**config.mk**
```make
export PLATFORM = sky130hd
export DESIGN_NAME = rfx_top
export DESIGN_NICKNAME = d
export VERILOG_FILES = /design/src/rtl/rfx_pkg.sv /design/src/rtl/rfx_bit_if.sv /design/src/rtl/rfx_fifo.sv /design/src/rtl/rfx_destuff.sv /design/src/rtl/rfx_top.sv
export VERILOG_INCLUDE_DIRS = /design/src /design/src/rtl
export SDC_FILE = /design/constraint.sdc
export NUM_CORES = 1
export LEC_CHECK = 0
export BUFFER_PORTS_ARGS = -buffer_cell sky130_fd_sc_hd__clkbuf_2
export CORE_MARGIN = 5
export CORE_UTILIZATION = 55
export CTS_CLUSTER_DIAMETER = 200
export DETAILED_ROUTE_END_ITERATION = 16
export GPL_TIMING_DRIVEN = 0
export PLACE_DENSITY_LB_ADDON = 0.25
export RECOVER_POWER = 25
export SKIP_CTS_REPAIR_TIMING = 1
export SLEW_MARGIN = 5
export SYNTH_ARGS = -nofsm -noshare
export SYNTH_HDL_FRONTEND = slang
export SYNTH_HIERARCHICAL = 1
export SYNTH_SLANG_ARGS = --single-unit
```
**constraint.sdc**
```tcl
create_clock -name clk -period 6.6 [get_ports clk]
set_input_delay 0.66 -clock clk [delete_from_list [all_inputs] [get_ports clk]]
set_output_delay 0.66 -clock clk [all_outputs]
set_load 0.03 [all_outputs]
```
**src/rtl/rfx_params.svh**
```systemverilog
// Purpose: constants for the receive link extractor
// Assumes: included by bare name from the rfx_fifo, rfx_destuff and rfx_top design files and the bench
// Notes: register indices are word indices; byte address is index times four
`ifndef RFX_PARAMS_SVH
`define RFX_PARAMS_SVH

// apb byte address width and word index width, in bits
`define RFX_PADDR_W 14
`define RFX_IDX_W 12

// register word indices
`define RFX_IDX_RXBYTE 12'h028
`define RFX_IDX_MATCH1 12'h029
`define RFX_IDX_MATCH2 12'h02a
`define RFX_IDX_MASK 12'h06f
`define RFX_IDX_STATUS 12'h020
`define RFX_IDX_CTRL 12'h01a

// status and mask bit positions
`define RFX_ST_FULL 4
`define RFX_ST_MATCH 2
`define RFX_ST_ABORT 1
// writable bits of status and mask
`define RFX_ST_BITS 8'h16

// control bit positions
`define RFX_CT_DESTUFF 0
`define RFX_CT_ESF 3
`define RFX_CT_BITS 8'h09

// reset values
`define RFX_RST_REG 8'h00
`define RFX_RST_WORD 32'h0000_0000

// link stream counts
`define RFX_BYTE_BITS 8
`define RFX_STUFF_ONES 4'h5
`define RFX_ABORT_LAST 4'h7
`define RFX_ONES_MAX 4'h8
`define RFX_LAST_BIT 3'h7

// buffer shape
`define RFX_FIFO_DEPTH 8

`endif

```
**src/rtl/rfx_pkg.sv**
```systemverilog
// Purpose: shared types of the receive link extractor
// Assumes: nothing imported, every use is scoped
// Notes: constants live in rfx_params.svh
package rfx_pkg;

	typedef logic [7:0] rfx_byte_t;

	// apb answer sequencer
	typedef enum logic {
		RFX_APB_IDLE,
		RFX_APB_ANSWER
	} rfx_apb_state_t;

endpackage : rfx_pkg

```
**src/rtl/rfx_bit_if.sv**
```systemverilog
// Purpose: carries destuffed link bits from the destuffer to the byte shifter
// Assumes: one clock, valid is a one-cycle pulse per kept bit
// Notes: abort pulses once per run of eight ones
`timescale 1ns/1ps
interface rfx_bit_if;
	logic valid;
	logic data;
	logic abort;

	modport src (output valid, output data, output abort);
	modport dst (input valid, input data, input abort);
endinterface : rfx_bit_if

```
**src/rtl/rfx_fifo.sv**
```systemverilog
// Purpose: byte buffer between the shifter and the host byte register
// Assumes: single clock, valid and ready on both sides
// Notes: full and empty are registered so they can drive ports directly
`timescale 1ns/1ps
`include "rfx_params.svh"
module rfx_fifo #(
	parameter int WIDTH = 8,
	parameter int DEPTH = `RFX_FIFO_DEPTH
) (
	input wire logic clk,
	input wire logic rst_n,
	input wire logic inValid,
	output logic inReady,
	input wire logic [WIDTH-1:0] inData,
	output logic outValid,
	input wire logic outReady,
	output logic [WIDTH-1:0] outData,
	output logic full
);
	localparam int AW = (DEPTH > 1) ? $clog2(DEPTH) : 1;

	logic [WIDTH-1:0] mem [DEPTH];
	logic [AW-1:0] wrPtr_ff, nxt_wrPtr, rdPtr_ff, nxt_rdPtr;
	logic [AW:0] count_ff, nxt_count;
	logic full_ff, nxt_full, empty_ff, nxt_empty;
	logic push, pop;

	// handshakes only fire on honest flags
	assign push = inValid & ~full_ff;
	assign pop = outReady & ~empty_ff;
	assign inReady = ~full_ff;
	assign outValid = ~empty_ff;
	assign outData = mem[rdPtr_ff];
	assign full = full_ff;

	// pointer and occupancy next values
	always_comb
	begin
		nxt_wrPtr = wrPtr_ff;
		nxt_rdPtr = rdPtr_ff;
		nxt_count = count_ff;
		if (push)
		begin
			nxt_wrPtr = (wrPtr_ff == AW'(DEPTH - 1)) ? '0 : wrPtr_ff + 1'b1;
		end
		if (pop)
		begin
			nxt_rdPtr = (rdPtr_ff == AW'(DEPTH - 1)) ? '0 : rdPtr_ff + 1'b1;
		end
		if (push && !pop)
		begin
			nxt_count = count_ff + 1'b1;
		end
		else if (pop && !push)
		begin
			nxt_count = count_ff - 1'b1;
		end
		nxt_full = (nxt_count == (AW+1)'(DEPTH));
		nxt_empty = (nxt_count == '0);
	end

	always_ff @(posedge clk or negedge rst_n)
	begin
		if (!rst_n)
		begin
			wrPtr_ff <= '0;
			rdPtr_ff <= '0;
			count_ff <= '0;
			full_ff <= 1'b0;
			empty_ff <= 1'b1;
		end
		else
		begin
			wrPtr_ff <= nxt_wrPtr;
			rdPtr_ff <= nxt_rdPtr;
			count_ff <= nxt_count;
			full_ff <= nxt_full;
			empty_ff <= nxt_empty;
		end
	end

	// storage needs no reset, empty guards stale words
	always_ff @(posedge clk)
	begin
		if (push)
		begin
			mem[wrPtr_ff] <= inData;
		end
	end

endmodule : rfx_fifo

```
**src/rtl/rfx_destuff.sv**
```systemverilog
// Purpose: zero destuffer and abort detector on the raw link stream
// Assumes: bitEn is a one-cycle strobe per recovered link bit
// Notes: ones are counted on the raw stream, before any zero is dropped
`timescale 1ns/1ps
`include "rfx_params.svh"
module rfx_destuff (
	input wire logic clk,
	input wire logic rst_n,
	input wire logic bitEn,
	input wire logic bitIn,
	input wire logic destuffEn,
	rfx_bit_if.src bitOut
);
	logic [3:0] onesCnt_ff, nxt_onesCnt;
	logic valid_ff, nxt_valid, data_ff, nxt_data, abort_ff, nxt_abort;
	logic dropZero;

	// only after exactly five ones, six or more keep it
	assign dropZero = destuffEn & ~bitIn & (onesCnt_ff == `RFX_STUFF_ONES);

	// run counter saturates so long idle ones do not wrap
	always_comb
	begin
		nxt_onesCnt = onesCnt_ff;
		nxt_valid = 1'b0;
		nxt_data = data_ff;
		nxt_abort = 1'b0;
		if (bitEn)
		begin
			nxt_data = bitIn;
			nxt_valid = ~dropZero;
			nxt_abort = bitIn & (onesCnt_ff == `RFX_ABORT_LAST);
			if (!bitIn)
			begin
				nxt_onesCnt = 4'h0;
			end
			else if (onesCnt_ff != `RFX_ONES_MAX)
			begin
				nxt_onesCnt = onesCnt_ff + 4'h1;
			end
		end
	end

	always_ff @(posedge clk or negedge rst_n)
	begin
		if (!rst_n)
		begin
			onesCnt_ff <= 4'h0;
			valid_ff <= 1'b0;
			data_ff <= 1'b0;
			abort_ff <= 1'b0;
		end
		else
		begin
			onesCnt_ff <= nxt_onesCnt;
			valid_ff <= nxt_valid;
			data_ff <= nxt_data;
			abort_ff <= nxt_abort;
		end
	end

	assign bitOut.valid = valid_ff;
	assign bitOut.data = data_ff;
	assign bitOut.abort = abort_ff;

endmodule : rfx_destuff

```
**src/rtl/rfx_top.sv**
```systemverilog
// Purpose: receive facility link extractor with apb register access
// Assumes: link bits and strobe come from framer logic on clk
// Notes: a byte buffer sits between shifter and host byte register
`timescale 1ns/1ps
`include "rfx_params.svh"
module rfx_top (
	input wire logic clk,
	input wire logic rst_n,
	// link side
	input wire logic linkBitEn,
	input wire logic facilityLinkBit,
	input wire logic signalingFrameBit,
	// apb slave
	input wire logic psel,
	input wire logic penable,
	input wire logic pwrite,
	input wire logic [`RFX_PADDR_W-1:0] paddr,
	input wire logic [31:0] pwdata,
	output logic [31:0] prdata,
	output logic pready,
	output logic pslverr,
	// host side
	output logic secondInterruptN,
	output logic linkBufferFull
);
	// bus state
	rfx_pkg::rfx_apb_state_t apbState_ff, nxt_apbState;
	logic [31:0] prdata_ff, nxt_prdata;
	logic pready_ff, nxt_pready;
	logic pslverr_ff, nxt_pslverr;

	// software visible registers
	rfx_pkg::rfx_byte_t ctrl_ff, nxt_ctrl;
	rfx_pkg::rfx_byte_t mask_ff, nxt_mask;
	rfx_pkg::rfx_byte_t match1_ff, nxt_match1;
	rfx_pkg::rfx_byte_t match2_ff, nxt_match2;
	rfx_pkg::rfx_byte_t status_ff, nxt_status;
	rfx_pkg::rfx_byte_t rxByte_ff, nxt_rxByte;
	logic byteEmpty_ff, nxt_byteEmpty;
	logic intN_ff, nxt_intN;
	logic bufFull_ff, nxt_bufFull;

	// shifter state
	rfx_pkg::rfx_byte_t shift_ff, nxt_shift;
	logic [2:0] bitCnt_ff, nxt_bitCnt;

	// internal strobes
	logic linkBit;
	logic [`RFX_IDX_W-1:0] idx;
	logic access, done, wrDone, rdDone;
	logic hitRx, hitM1, hitM2, hitMask, hitStatus, hitCtrl, hitAny;
	logic byteDone;
	rfx_pkg::rfx_byte_t doneByte;
	logic fifoOutValid, fifoFull, loadByte;
	rfx_pkg::rfx_byte_t fifoOut;
	logic matchHit;
	rfx_pkg::rfx_byte_t setBits, clrBits;

	rfx_bit_if bitLink ();

	// source select by framing mode; both inputs are already on clk
	assign linkBit = ctrl_ff[`RFX_CT_ESF] ? facilityLinkBit : signalingFrameBit;

	// destuffer and abort detector on the raw stream
	rfx_destuff u_destuff (
		.clk(clk),
		.rst_n(rst_n),
		.bitEn(linkBitEn),
		.bitIn(linkBit),
		.destuffEn(ctrl_ff[`RFX_CT_DESTUFF]),
		.bitOut(bitLink)
	);

	// shifter: new bit enters at the top, oldest moves toward bit 0
	always_comb
	begin
		nxt_shift = shift_ff;
		nxt_bitCnt = bitCnt_ff;
		byteDone = 1'b0;
		doneByte = {bitLink.data, shift_ff[7:1]};
		// only kept bits advance the count
		if (bitLink.valid)
		begin
			// serial shift of each kept bit
			nxt_shift = doneByte;
			// eighth kept bit completes a byte
			if (bitCnt_ff == `RFX_LAST_BIT)
			begin
				nxt_bitCnt = 3'h0;
				byteDone = 1'b1;
			end
			else
			begin
				nxt_bitCnt = bitCnt_ff + 3'h1;
			end
		end
	end

	always_ff @(posedge clk or negedge rst_n)
	begin
		if (!rst_n)
		begin
			shift_ff <= `RFX_RST_REG;
			bitCnt_ff <= 3'h0;
		end
		else
		begin
			shift_ff <= nxt_shift;
			bitCnt_ff <= nxt_bitCnt;
		end
	end

	// completed bytes queue here; a byte arriving when full is lost,
	// since the line cannot be stalled, and linkBufferFull warns of it
	rfx_fifo #(
		.WIDTH(`RFX_BYTE_BITS),
		.DEPTH(`RFX_FIFO_DEPTH)
	) u_fifo (
		.clk(clk),
		.rst_n(rst_n),
		.inValid(byteDone),
		.inReady(),
		.inData(doneByte),
		.outValid(fifoOutValid),
		.outReady(loadByte),
		.outData(fifoOut),
		.full(fifoFull)
	);

	// host register takes the next byte only once the last was read,
	// so a slow host stalls the drain and the buffer really fills
	assign loadByte = fifoOutValid & byteEmpty_ff;

	assign matchHit = (fifoOut == match1_ff) | (fifoOut == match2_ff);

	// apb decode on word index; low address bits are ignored
	assign idx = paddr[`RFX_PADDR_W-1:2];
	assign hitRx = (idx == `RFX_IDX_RXBYTE);
	assign hitM1 = (idx == `RFX_IDX_MATCH1);
	assign hitM2 = (idx == `RFX_IDX_MATCH2);
	assign hitMask = (idx == `RFX_IDX_MASK);
	assign hitStatus = (idx == `RFX_IDX_STATUS);
	assign hitCtrl = (idx == `RFX_IDX_CTRL);
	assign hitAny = hitRx | hitM1 | hitM2 | hitMask | hitStatus | hitCtrl;
	assign access = psel & penable;
	// transfer ends at the edge where pready is seen high
	assign done = access & pready_ff;
	assign wrDone = done & pwrite & hitAny;
	assign rdDone = done & ~pwrite & hitAny;

	// apb answer: one wait state, then pready with data and error
	always_comb
	begin
		nxt_apbState = apbState_ff;
		nxt_prdata = prdata_ff;
		nxt_pready = 1'b0;
		nxt_pslverr = 1'b0;
		case (apbState_ff)
			rfx_pkg::RFX_APB_IDLE:
			begin
				if (access)
				begin
					nxt_apbState = rfx_pkg::RFX_APB_ANSWER;
					nxt_pready = 1'b1;
					nxt_pslverr = ~hitAny;
					nxt_prdata = `RFX_RST_WORD;
					if (!pwrite)
					begin
						if (hitRx)
						begin
							nxt_prdata[7:0] = rxByte_ff;
						end
						if (hitM1)
						begin
							nxt_prdata[7:0] = match1_ff;
						end
						if (hitM2)
						begin
							nxt_prdata[7:0] = match2_ff;
						end
						if (hitMask)
						begin
							nxt_prdata[7:0] = mask_ff;
						end
						if (hitStatus)
						begin
							nxt_prdata[7:0] = status_ff;
						end
						if (hitCtrl)
						begin
							nxt_prdata[7:0] = ctrl_ff;
						end
					end
				end
			end
			rfx_pkg::RFX_APB_ANSWER:
			begin
				// pready drops after one cycle, the master has finished
				nxt_apbState = rfx_pkg::RFX_APB_IDLE;
			end
			default:
			begin
				nxt_apbState = rfx_pkg::RFX_APB_IDLE;
			end
		endcase
	end

	always_ff @(posedge clk or negedge rst_n)
	begin
		if (!rst_n)
		begin
			apbState_ff <= rfx_pkg::RFX_APB_IDLE;
			prdata_ff <= `RFX_RST_WORD;
			pready_ff <= 1'b0;
			pslverr_ff <= 1'b0;
		end
		else
		begin
			apbState_ff <= nxt_apbState;
			prdata_ff <= nxt_prdata;
			pready_ff <= nxt_pready;
			pslverr_ff <= nxt_pslverr;
		end
	end

	// control and compare registers; reserved bits stay zero
	always_comb
	begin
		nxt_ctrl = ctrl_ff;
		nxt_mask = mask_ff;
		nxt_match1 = match1_ff;
		nxt_match2 = match2_ff;
		if (wrDone && hitCtrl)
		begin
			nxt_ctrl = pwdata[7:0] & `RFX_CT_BITS;
		end
		if (wrDone && hitMask)
		begin
			nxt_mask = pwdata[7:0] & `RFX_ST_BITS;
		end
		if (wrDone && hitM1)
		begin
			nxt_match1 = pwdata[7:0];
		end
		if (wrDone && hitM2)
		begin
			nxt_match2 = pwdata[7:0];
		end
	end

	always_ff @(posedge clk or negedge rst_n)
	begin
		if (!rst_n)
		begin
			ctrl_ff <= `RFX_RST_REG;
			mask_ff <= `RFX_RST_REG;
			match1_ff <= `RFX_RST_REG;
			match2_ff <= `RFX_RST_REG;
		end
		else
		begin
			ctrl_ff <= nxt_ctrl;
			mask_ff <= nxt_mask;
			match1_ff <= nxt_match1;
			match2_ff <= nxt_match2;
		end
	end

	// host byte, status flags and interrupt pin
	always_comb
	begin
		nxt_rxByte = rxByte_ff;
		nxt_byteEmpty = byteEmpty_ff;
		setBits = `RFX_RST_REG;
		clrBits = `RFX_RST_REG;
		// reading the byte frees the register for the next one
		if (rdDone && hitRx)
		begin
			nxt_byteEmpty = 1'b1;
		end
		if (loadByte)
		begin
			nxt_rxByte = fifoOut;
			nxt_byteEmpty = 1'b0;
			setBits[`RFX_ST_FULL] = 1'b1;
			setBits[`RFX_ST_MATCH] = matchHit;
		end
		// abort from the raw run counter
		setBits[`RFX_ST_ABORT] = bitLink.abort;
		// write one to clear; a set in the same cycle wins
		if (wrDone && hitStatus)
		begin
			clrBits = pwdata[7:0] & `RFX_ST_BITS;
		end
		nxt_status = (status_ff & ~clrBits) | setBits;
		// masked flags pull the pin low
		nxt_intN = ~|(nxt_status & mask_ff);
		nxt_bufFull = fifoFull;
	end

	always_ff @(posedge clk or negedge rst_n)
	begin
		if (!rst_n)
		begin
			rxByte_ff <= `RFX_RST_REG;
			byteEmpty_ff <= 1'b1;
			status_ff <= `RFX_RST_REG;
			intN_ff <= 1'b1;
			bufFull_ff <= 1'b0;
		end
		else
		begin
			rxByte_ff <= nxt_rxByte;
			byteEmpty_ff <= nxt_byteEmpty;
			status_ff <= nxt_status;
			intN_ff <= nxt_intN;
			bufFull_ff <= nxt_bufFull;
		end
	end

	// every output comes from a flip-flop
	assign prdata = prdata_ff;
	assign pready = pready_ff;
	assign pslverr = pslverr_ff;
	assign secondInterruptN = intN_ff;
	assign linkBufferFull = bufFull_ff;

endmodule : rfx_top

```
Yosys cells after proc, flatten, opt, wreduce, memory -nomap -nowiden

Memory sizes are Yosys's and may differ from the RTL's.
Index checks and enable logic that the tools add are counted.
Widths: inputs -> output; s select.

Register bits after elaboration: 81
Bits in writable memories: 64
Input bits: 54
Output and inout bits: 36
Word-level logic and storage cells: 123
Memories kept: 1

Add/sub/neg operators: 6
Equality and inequality tests: 16
Mux-type cells: 31
Bitwise gates (word level): 29
Reductions and logical operators: 16

Memories:

| memory     | words | width | rd ports | clocked after memory_dff | write ports | RTL line       | source |
|---|---|---|---|---|---|---|---|
| u_fifo.mem | 8     | 8     | 1        | 0                        | 1           | rfx_fifo.sv:22 | `logic [WIDTH-1:0] mem [DEPTH];` |

Operator list:

| kind                | number |
|---|---|
| $mux 8              | 7 |
| $eq 12x6->1 const B | 4 |
| $eq 8x8->1          | 2 |
| $mux 4              | 4 |
| $mux 1              | 15 |
| $and 1x1->1         | 12 |
| $eq 12x5->1 const B | 1 |
| $eq 12x7->1 const B | 1 |
| $add 3x1->3 const B | 3 |
| $eq 3x3->1 const B  | 3 |
| $mux 3              | 3 |
| $add 4x1->4 const B | 2 |
| $and 8x5->8         | 1 |
| $and 8x8->8         | 1 |
| $eq 4x3->1 const B  | 2 |
| $logic_and 1x1->1   | 8 |
| $not 8->8           | 1 |
| $or 8x5->8          | 1 |
| $reduce_or 8->1     | 1 |
| $not 1->1           | 7 |
| $or 1x1->1          | 6 |
| $mux 5              | 1 |
| $eq 4x4->1 const B  | 1 |
| $logic_not 4->1     | 1 |
| 7 further kinds     | 10 |

Longest topological paths before layout

Gate-level depths: netlist (run 1).

Word-level depth: 15
Mapped depth: 9
Gate-level depth less buffers: 7

By module

The synthesis (run 1) kept the hierarchy.

By module, submodules not included:

| module      | times used | cells an instance | area an instance (um^2) | sequential area each (um^2) |
|---|---|---|---|---|
| rfx_fifo    | 1          | 179               | 3175.5                  | 2223.4 |
| rfx_top     | 1          | 237               | 2921.6                  | 1378.8 |
| rfx_destuff | 1          | 36                | 379.1                   | 175.2 |

Worst setup path after synthesis (run 1)

No wires, ideal clock.

Path type: register to register
Start: register u_fifo.rdPtr_ff[0]
End: register intN_ff, in the netlist secondInterruptN
Setup time: 0.105 ns
Arrival time: 2.289 ns
Required time: 6.495 ns
Path slack: 4.206 ns
Cell stages (with the launch flop): 10
Path buffers: 2
Clock period less this slack: 2.394 ns
Cells stage by stage: dfrtp_1 buf_6 buf_6 mux4_2 mux2_2 xnor2_1 nand4_1 o22ai_1 a22o_1 a222oi_1

Cells in the longest elaborated chain, start to end: 8
Elaborated cells between the ends (all ways): 9
Classes of those cells: 2 x eq/ne; 1 x mux; 3 x bitwise; 2 x reduce/logical; 1 x memory

Ends and longest elaborated chain:

| item                   | RTL line       | source |
|---|---|---|
| from (decl)            | rfx_fifo.sv:23 | `logic [AW-1:0] wrPtr_ff, nxt_wrPtr, rdPtr_ff, nxt_rdPtr;` |
| from (signal assigned) | rfx_fifo.sv:75 | `rdPtr_ff <= nxt_rdPtr;` |
| $mem_v2 8x8 (*)        | -              |  |
| net fifoOut[4]         | rfx_top.sv:55  | `rfx_pkg::rfx_byte_t fifoOut;` |
| $eq 8x8->1             | rfx_top.sv:134 | `assign matchHit = (fifoOut == match1_ff) \| (fifoOut == match2_ff);` |
| $or 1x1->1 (*)         | rfx_top.sv:134 |  |
| $mux 1 (*)             | rfx_top.sv:281 | `if (loadByte)` |
| $or 8x5->8 (*)         | rfx_top.sv:295 | `nxt_status = (status_ff & ~clrBits) \| setBits;` |
| net nxt_status[2]      | rfx_top.sv:37  | `rfx_pkg::rfx_byte_t status_ff, nxt_status;` |
| $and 8x5->8 (*)        | rfx_top.sv:297 | `nxt_intN = ~\|(nxt_status & mask_ff);` |
| $reduce_or 8->1 (*)    | rfx_top.sv:297 |  |
| $logic_not 1->1 (*)    | rfx_top.sv:297 |  |
| net nxt_intN           | rfx_top.sv:40  | `logic intN_ff, nxt_intN;` |
| to (signal assigned)   | rfx_top.sv:316 | `intN_ff <= nxt_intN;` |
| to (decl)              | rfx_top.sv:40  |  |

Mark *: on every way through the listed nets, which the timed path passes. The rest lies on a longest branch.
A chain may end at the register's enable or synchronous reset.

Worst setup path after layout (run 1)

Start: register u_destuff.valid_ff, in the netlist u_destuff/bitOut.valid
End: memory u_fifo.mem[2][3] (enable)

Cells in the longest elaborated chain, start to end: 4

Ends and longest elaborated chain:

| item                         | RTL line          | source |
|---|---|---|
| from (decl)                  | rfx_destuff.sv:15 | `logic valid_ff, nxt_valid, data_ff, nxt_data, abort_ff, nxt_abort;` |
| from (signal assigned)       | rfx_destuff.sv:56 | `valid_ff <= nxt_valid;` |
| $mux 1                       | rfx_top.sv:82     | `if (bitLink.valid)` |
| net byteDone                 | rfx_top.sv:52     | `logic byteDone;` |
| $and 1x1->1                  | rfx_fifo.sv:29    | `assign push = inValid & ~full_ff;` |
| $mux 1                       | rfx_fifo.sv:85    | `if (push)` |
| $mux 1 (not written as such) | rfx_fifo.sv:87    | `mem[wrPtr_ff] <= inData;` |
| to (decl)                    | rfx_fifo.sv:22    |  |

The timed path passes the listed nets, and every way through them passes these cells.

==> impl_metrics.env, run 1 <==
export IMPL_grt_use_total_pct=19.1
export IMPL_crit_type="reg -> reg"
export IMPL_tightest_slew_ns=1.92
export IMPL_die_y_um=118
export IMPL_crit_end="u_fifo/mem[2][3]"
export IMPL_syn_inst=451
export IMPL_overflow=0
export IMPL_crit_fanout=10
export IMPL_startpoint="u_destuff/bitOut.valid"
export IMPL_r2r_end="u_fifo/mem[2][3]"
export IMPL_gp_congestion=0.904
export IMPL_leakage_nw=3.15
export IMPL_syn_area_per_cell_um2=14.4
export IMPL_synth_area_mm2=0.00647
export IMPL_viasPerCell=5.68
export IMPL_final_setup_skew_ns=0.0129
export IMPL_clock_sinks=138
export IMPL_power_total_mw=2.27
export IMPL_grt_antenna_before_repair=0
export IMPL_layout_drive_gt1_share_pct=36.4
export IMPL_r2r_slack_ns=3.53
export IMPL_timing_final_max_slew_violations=33
export IMPL_drtIter0Drc=270
export IMPL_io_pins=90
export IMPL_htree_levels=4
export IMPL_powerDensity_mw_per_mm2=299
export IMPL_setup_tns_ns=0
export IMPL_ff2ff_path_depth=5
export IMPL_vias=3913
export IMPL_grt_pass1_wl_um=20800
export IMPL_path_clk_slew_ns=0.06
export IMPL_crit_arrival_ns=3.10
export IMPL_diodes=0
export IMPL_cap_viol_max_count=1
export IMPL_layout_nets=598
export IMPL_violations="max-capacitance violations, max-slew violations"
export IMPL_die_x_um=118
export IMPL_cts_made_buffers=17
export IMPL_grt_max_degree=43
export IMPL_core_mm2=0.0115
export IMPL_r2r_start="u_destuff/bitOut.valid"
export IMPL_cts_root_buf="clkbuf_16"
export IMPL_fmax_ghz=0.326
export IMPL_whs_ns=0.407
export IMPL_relSlewSlack_pct=-28.0
export IMPL_ir_drop_mv=0.216
export IMPL_endpoint_kind="register"
export IMPL_port_buffers=38
export IMPL_drc_errors=0
export IMPL_ys_warn_count=6
export IMPL_wl_per_cell_um=18.4
export IMPL_dpl_hpwl_um=8830
export IMPL_drt_wl_total_um=12700
export IMPL_dpl_worst_slack_ns=3.58
export IMPL_clock_path_buffers=2
export IMPL_die_area_mm2=0.0140
export IMPL_hold_viol=0
export IMPL_syn_to_final_growth_pct=17.0
export IMPL_clock_latency_ns=0.42
export IMPL_grt_pass1_vias=4009
export IMPL_setup_violations=0
export IMPL_timing_final_crit_share_pct=46.5
export IMPL_startpoint_type="register"
export IMPL_cp_required_ns=6.62
export IMPL_ant_nets=0
export IMPL_start_util_pct=56.4
export IMPL_status="finished with violations"
export IMPL_fin_crit_ns=3.07
export IMPL_hold_class="reg -> reg"
export IMPL_rsz0062_at_grt="no"
export IMPL_cts_tree="done"
export IMPL_core_rowCount=39
export IMPL_firstDrtPassIters=5
export IMPL_layout_setup_ws_ns=3.53
cells in the final DEF, fill, tap and decap left out, types with 4 or more instances in the layout:
master	count
dfrtp_1	71
edfxtp_1	64
mux2_2	56
clkbuf_2	38
nand2_1	29
buf_4	26
conb_1	24
xnor2_1	18
clkbuf_16	17
mux4_2	16
inv_1	13
nor2_1	12
o21ai_0	12
ha_1	11
a22oi_1	10
nor3_1	8
nand4_1	7
clkbuf_1	7
nand2b_1	6
nand3_1	5
a21oi_1	5
nor4_4	4
nand3b_1	4
o221ai_1	4
clkinvlp_4	4
flip-flops by register name (all words and copies together), names as in the netlist, 2 cells and up:
signal and flops:
u_fifo/mem 64, match1_ff 8, match2_ff 8, prdata 8, rxByte_ff 8, shift_ff 7, u_destuff/onesCnt_ff 4, u_fifo/count_ff 4
bitCnt_ff 3, mask_ff 3, status_ff 3, u_fifo/rdPtr_ff 3, u_fifo/wrPtr_ff 3, ctrl_ff 2
worst min-delay path by stage:
stage	slack [ns]	end	startpoint	depth (start not counted)
floorplan	0.36	apbState_ff	rst_n	0
global placement	0.39	linkBufferFull	u_fifo/full	0
detailed placement	0.39	linkBufferFull	u_fifo/full	0
CTS	0.24	rxByte_ff[5]	rst_n	1
global route	0.43	linkBufferFull	u_fifo/full	0
finish	0.41	linkBufferFull	u_fifo/full	0
final cells by class:
class | count | area [um2]
clock buffer | 19 | 433
clock inverter | 13 | 169
fill | 837 | 3890
timing repair buffer | 40 | 216
sequential | 138 | 3780
inverter | 13 | 48.8
multi-input combinational | 287 | 2490
tap | 143 | 179
buffer | 36 | 256
metal layers:
layer  wire (um)  track usage (%)  vias to the layer above
met5           0                0                        -
met1        5330             24.0                     1965
met3         572             5.11                       22
met2        6540             31.9                       98
met4         246             7.02                        0
li1            -                -                     1828
power breakdown:
part	total, mW	leakage [nW]	internal (mW)	switching, mW
Combinational	0.247	1.31	0.110	0.137
Sequential	1.07	1.56	0.990	0.0770
Clock	0.953	0.281	0.597	0.356
critical path, stage by stage (launching register included):
cell and delay, ns:
dfrtp_1 0.35, clkbuf_1 0.49, and2_1 0.23, nand2b_1 0.15, clkbuf_1 0.28, nor3_1 1.17
metrics by stage:
stage / cell area [um2] / util, % / instances
finish: 7570 / 66.0 / 689
global route: 7570 / 66.0 / 689
CTS: 7570 / 66.0 / 689
detailed placement: 6970 / 60.8 / 657
global placement: 6930 / 60.4 / 655
floorplan: 6560 / - / 474
Power figures use the tool's default switching activity.
==> inputs of run 2 (changes only) <==
--- a/config.mk
+++ b/config.mk
@@ -8,7 +8,7 @@
 export LEC_CHECK = 0
 export BUFFER_PORTS_ARGS = -buffer_cell sky130_fd_sc_hd__clkbuf_2
 export CORE_MARGIN = 5
-export CORE_UTILIZATION = 55
+export CORE_UTILIZATION = 52
 export CTS_CLUSTER_DIAMETER = 200
 export DETAILED_ROUTE_END_ITERATION = 16
 export GPL_TIMING_DRIVEN = 0
==> constraint.sdc (replaced) <==
create_clock -name clk -period 2.6 [get_ports clk]
set_input_delay 0.26 -clock clk [delete_from_list [all_inputs] [get_ports clk]]
set_output_delay 0.26 -clock clk [all_outputs]
set_load 0.03 [all_outputs]
==> impl_metrics.env, run 2 (same netlist as run 1, synthesis figures left out) <==
export IMPL_status="finished, final reports clean"
export IMPL_regMostFlops="u_fifo/mem"
export IMPL_tightest_slew_ns=1.09
export IMPL_design_area_mm2=0.00776
export IMPL_hold_viol=0
export IMPL_overflow=0
export IMPL_cts_tree="done"
export IMPL_setup_tns_ns=0
export IMPL_die_x_um=122
export IMPL_largest_reg_flops=64
export IMPL_clock_latency_ns=0.41
export IMPL_port_buffers=38
export IMPL_timing_final_max_slew_violations=0
export IMPL_vias=3900
export IMPL_ir_drop_mv=0.397
export IMPL_grt_use_met2_pct=31.1
export IMPL_drt_wl_total_um=13000
export IMPL_grt_max_degree=60
export IMPL_ff2ff_path_depth=9
export IMPL_rsz0062_at_grt="yes"
export IMPL_pwr_share_comb_pct=11.1
export IMPL_crit_end="secondInterruptN"
export IMPL_grt_use_total_pct=18.9
export IMPL_crit_fanout=5
export IMPL_core_rowCount=40
export IMPL_die_y_um=122
export IMPL_die_area_mm2=0.0148
export IMPL_viasPerCell=5.44
export IMPL_layout_common_cells="dfrtp_1, edfxtp_1, mux2_2"
export IMPL_relSlewSlack_pct=27.4
export IMPL_power_total_mw=5.74
export IMPL_grt_use_met3_pct=4.69
export IMPL_endpoint_kind="register"
export IMPL_placed_cell_area_mm2=0.00701
export IMPL_start_util_pct=53.4
export IMPL_drtIter0Drc=319
export IMPL_layout_nets=602
export IMPL_layout_setup_ws_ns=0.0806
export IMPL_grt_pass1_vias=4051
export IMPL_final_common_cell="dfrtp_1"
export IMPL_startpoint_type="register"
export IMPL_whs_ns=0.109
export IMPL_final_setup_skew_ns=0.00734
export IMPL_grt_pass1_wl_um=21300
export IMPL_clock_sinks=138
export IMPL_core_mm2=0.0121
export IMPL_r2r_start="u_fifo/rdPtr_ff[0]"
export IMPL_setup_violations=0
export IMPL_drc_errors=0
export IMPL_io_pins=90
export IMPL_use_met1_pct=24.9
export IMPL_dpl_worst_slack_ns=-0.538
export IMPL_r2r_slack_ns=0.08
export IMPL_power_switching_mw=1.44
export IMPL_syn_to_final_growth_pct=19.9
export IMPL_cp_required_ns=2.90
export IMPL_dpl_hpwl_um=8920
export IMPL_fin_crit_ns=2.52
export IMPL_path_clk_slew_ns=0.06
export IMPL_powerDensity_mw_per_mm2=740
export IMPL_firstDrtPassIters=5
export IMPL_cap_viol_max_count=0
export IMPL_swShare_pct=25.1
export IMPL_busiest_layer="met2"
export IMPL_crit_arrival_ns=2.82
export IMPL_hold_class="in -> reg"
export IMPL_fin_cells=717
export IMPL_leakage_nw=3.23
export IMPL_intPower_mw=4.30
export IMPL_htree_levels=4
export IMPL_grt_antenna_before_repair=0
export IMPL_cts_root_buf="clkbuf_16"
export IMPL_startpoint="u_fifo/rdPtr_ff[0]"
export IMPL_timing_final_crit_share_pct=96.9
export IMPL_wl_per_cell_um=18.1
export IMPL_layout_drive_gt1_share_pct=37.7
export IMPL_fmax_ghz=0.397
export IMPL_cts_made_buffers=17
export IMPL_p_clk_share_pct=41.4
export IMPL_r2r_end="secondInterruptN"
export IMPL_diodes=0
export IMPL_finalCoreUtilization_pct=64.1
export IMPL_gp_congestion=0.889
export IMPL_dp_cells=682
export IMPL_crit_type="reg -> reg"
export IMPL_p_seq_share_pct=47.5
export IMPL_clock_path_buffers=2
export IMPL_ant_nets=0
-- run 2: changes by cell type in the layout (fill, tap and decap cells not counted), moves of 3 or more --
cell / change
nor2_2: +3
nor3_4: +4
mux2_4: +7
nor2_1: -3
mux2_2: -7
clkinvlp_4: -3
-- run 2: layout make-up --
| type | count | area, um2 |
|---|---|---|
| Inverter | 13 | 48.8 |
| Sequential cell | 138 | 3780 |
| Buffer | 35 | 279 |
| Timing Repair Buffer | 45 | 289 |
| Fill cell | 892 | 4350 |
| Clock inverter | 12 | 150 |
| Multi-Input combinational cell | 287 | 2570 |
| Tap cell | 168 | 210 |
| Clock buffer | 19 | 433 |
-- run 2: worst max-delay path, cell delays in order (launching register included) --
cell and delay (ns):
dfrtp_1 0.40, buf_12 0.14, buf_6 0.12, mux4_2 0.50, mux2_4 0.33, xnor2_2 0.14, nand4_1 0.12, o22ai_2 0.10
a22o_1 0.23, a222oi_1 0.33
-- run 2: power by group through the flow --
stage	Combinational [mW]	Sequential, mW	Clock [mW]
2_1_floorplan	0.463	2.69	0
3_3_place_gp	0.587	2.73	0
3_5_place_dp	0.622	2.75	0
4_1_cts	0.627	2.71	2.41
5_1_grt	0.711	2.76	2.54
6_report	0.638	2.73	2.38
-- run 2: worst min-delay path by stage --
stage,startpoint,to,depth (start not counted)
after CTS,rst_n,match1_ff[5],1
final,pwdata[5],match2_ff[5],2
after floorplan,rst_n,apbState_ff,0
after global placement,u_fifo/full,linkBufferFull,0
after global routing,pwdata[5],match2_ff[5],2
after detailed placement,rst_n,match1_ff[5],1
-- run 2: per-layer routing --
metal	part of all wire [%]	vias to the layer above
li1	-	1835
met1	44	1968
met2	51	88
met3	4.2	9
met4	1.0	0
met5	0	-
==> inputs of run 3 (changes only) <==
--- a/config.mk
+++ b/config.mk
@@ -9,6 +9,7 @@
 export BUFFER_PORTS_ARGS = -buffer_cell sky130_fd_sc_hd__clkbuf_2
 export CORE_MARGIN = 5
 export CORE_UTILIZATION = 52
+export CTS_BUF_LIST = sky130_fd_sc_hd__clkbuf_16
 export CTS_CLUSTER_DIAMETER = 200
 export DETAILED_ROUTE_END_ITERATION = 16
 export GPL_TIMING_DRIVEN = 0
==> impl_metrics.env, run 3 (same netlist as run 1, synthesis figures left out) <==
export IMPL_status="finished, final reports clean"
export IMPL_path_delay_family="multiplexers"
export IMPL_rsz0062_at_grt="yes"
export IMPL_overflow=0
export IMPL_whs_path_depth=2
export IMPL_cts_root_buf="clkbuf_16"
export IMPL_timing_final_max_slew_violations=0
export IMPL_clock_latency_ns=0.41
export IMPL_hold_viol=0
export IMPL_fmax_ghz=0.397
export IMPL_crit_arrival_ns=2.83
export IMPL_vias=3918
export IMPL_p_seq_share_pct=47.5
export IMPL_placed_cell_area_mm2=0.00701
export IMPL_crit_type="reg -> reg"
export IMPL_grt_pass1_wl_um=21300
export IMPL_core_mm2=0.0121
export IMPL_die_x_um=122
export IMPL_layout_common_cells="dfrtp_1, edfxtp_1, mux2_2"
export IMPL_relSlewSlack_pct=27.7
export IMPL_path_cells="buf_12 -> buf_6 -> mux4_2 -> mux2_4 -> xnor2_2 -> nand4_1 -> o22ai_2 -> a22o_1 -> a222oi_1"
export IMPL_cts_made_buffers=17
export IMPL_cp_required_ns=2.91
export IMPL_grt_use_total_pct=18.9
export IMPL_die_area_mm2=0.0148
export IMPL_fin_crit_ns=2.52
export IMPL_slowest_delay_ns=0.50
export IMPL_r2r_start="u_fifo/rdPtr_ff[0]"
export IMPL_cts_tree="done"
export IMPL_die_y_um=122
export IMPL_r2r_end="secondInterruptN"
export IMPL_start_util_pct=53.4
export IMPL_firstDrtPassIters=5
export IMPL_crit_end="secondInterruptN"
export IMPL_layout_nets=602
export IMPL_drtIter0Drc=321
export IMPL_core_rowCount=40
export IMPL_leakage_nw=3.24
export IMPL_powerDensity_mw_per_mm2=739
export IMPL_regArea_mm2=0.00378
export IMPL_wl_per_cell_um=18.1
export IMPL_power_switching_mw=1.45
export IMPL_gp_congestion=0.889
export IMPL_diodes=0
export IMPL_startpoint_type="register"
export IMPL_hold_class="in -> reg"
export IMPL_pwr_share_comb_pct=11.1
export IMPL_cpMaxStageDelayCell="mux4_2"
export IMPL_swShare_pct=25.2
export IMPL_grt_pass1_vias=4051
export IMPL_path_clk_slew_ns=0.06
export IMPL_final_setup_skew_ns=0.0139
export IMPL_viasPerCell=5.46
export IMPL_design_area_mm2=0.00776
export IMPL_tightest_slew_ns=1.08
export IMPL_final_common_cell="dfrtp_1"
export IMPL_dpl_hpwl_um=8920
export IMPL_port_buffers=38
export IMPL_ir_drop_mv=0.396
export IMPL_syn_to_final_growth_pct=19.9
export IMPL_cap_viol_max_count=0
export IMPL_endpoint_kind="register"
export IMPL_layout_drive_gt1_share_pct=37.7
export IMPL_setup_tns_ns=0
export IMPL_htree_levels=4
export IMPL_ff2ff_path_depth=9
export IMPL_crit_fanout=5
export IMPL_r2r_slack_ns=0.08
export IMPL_p_clk_share_pct=41.4
export IMPL_setup_violations=0
export IMPL_path_depth=9
export IMPL_clock_sinks=138
export IMPL_ant_nets=0
export IMPL_nFillCells=892
export IMPL_grt_max_degree=60
export IMPL_grt_antenna_before_repair=0
export IMPL_startpoint="u_fifo/rdPtr_ff[0]"
export IMPL_multi_input_area_mm2=0.00257
export IMPL_cp_buffers_inverters=2
export IMPL_drt_wl_total_um=13000
export IMPL_drc_errors=0
export IMPL_regMostFlops="u_fifo/mem"
export IMPL_intPower_mw=4.29
export IMPL_clock_path_buffers=2
export IMPL_timing_final_crit_share_pct=97.0
export IMPL_largest_reg_flops=64
export IMPL_io_pins=90
## run 3: changes by cell type in the layout (fill, tap and decap cells not counted), sizes merged
cell	before	now
inv	14	16
clkbuf	63	61
## run 3: layer usage
metal  up-vias  share of wire [%]  track usage [%]
met5         -                  0                0
met4         0                1.2             5.88
met3        14                4.0             4.69
met2        97                 51             31.1
met1      1968                 44             24.9
li1       1839                  -                -
## run 3: power by group through the flow
stage	sequential (mW)	clock [mW]	combinational [mW]
after floorplan	2.69	0	0.463
after global placement	2.73	0	0.587
after detailed placement	2.75	0	0.622
after CTS	2.71	2.41	0.627
after global routing	2.76	2.53	0.711
final	2.73	2.37	0.638
## run 3: through the flow
stage	hold WS [ns]	setup slack (ns)	power (mW)	cells	util, %
2_1_floorplan	-0.0356	0.206	3.15	474	-
3_3_place_gp	0.397	-0.808	3.31	680	57.5
3_5_place_dp	0.187	-0.538	3.37	682	57.9
4_1_cts	-0.254	-0.588	5.74	713	62.7
5_1_grt	0.0937	-0.0557	6.00	717	64.1
6_report	0.113	0.0784	5.74	717	64.1
## run 3: worst min-delay path by stage
stage                startpoint             end  slack [ns]
floorplan                 rst_n     apbState_ff       -0.04
global placement    u_fifo/full  linkBufferFull        0.40
detailed placement        rst_n    match1_ff[5]        0.19
CTS                       rst_n    match1_ff[5]       -0.25
global route          pwdata[5]    match2_ff[5]        0.09
finish                pwdata[5]    match2_ff[5]        0.11
## run 3: layout make-up
cell class	count	area share, %
Sequential cell	138	48.7
Multi-Input combinational cell	287	33.2
Clock buffer	17	5.48
Timing Repair Buffer	45	3.72
Buffer	35	3.59
Tap cell	168	2.71
Clock inverter	14	2.03
Inverter	13	0.629
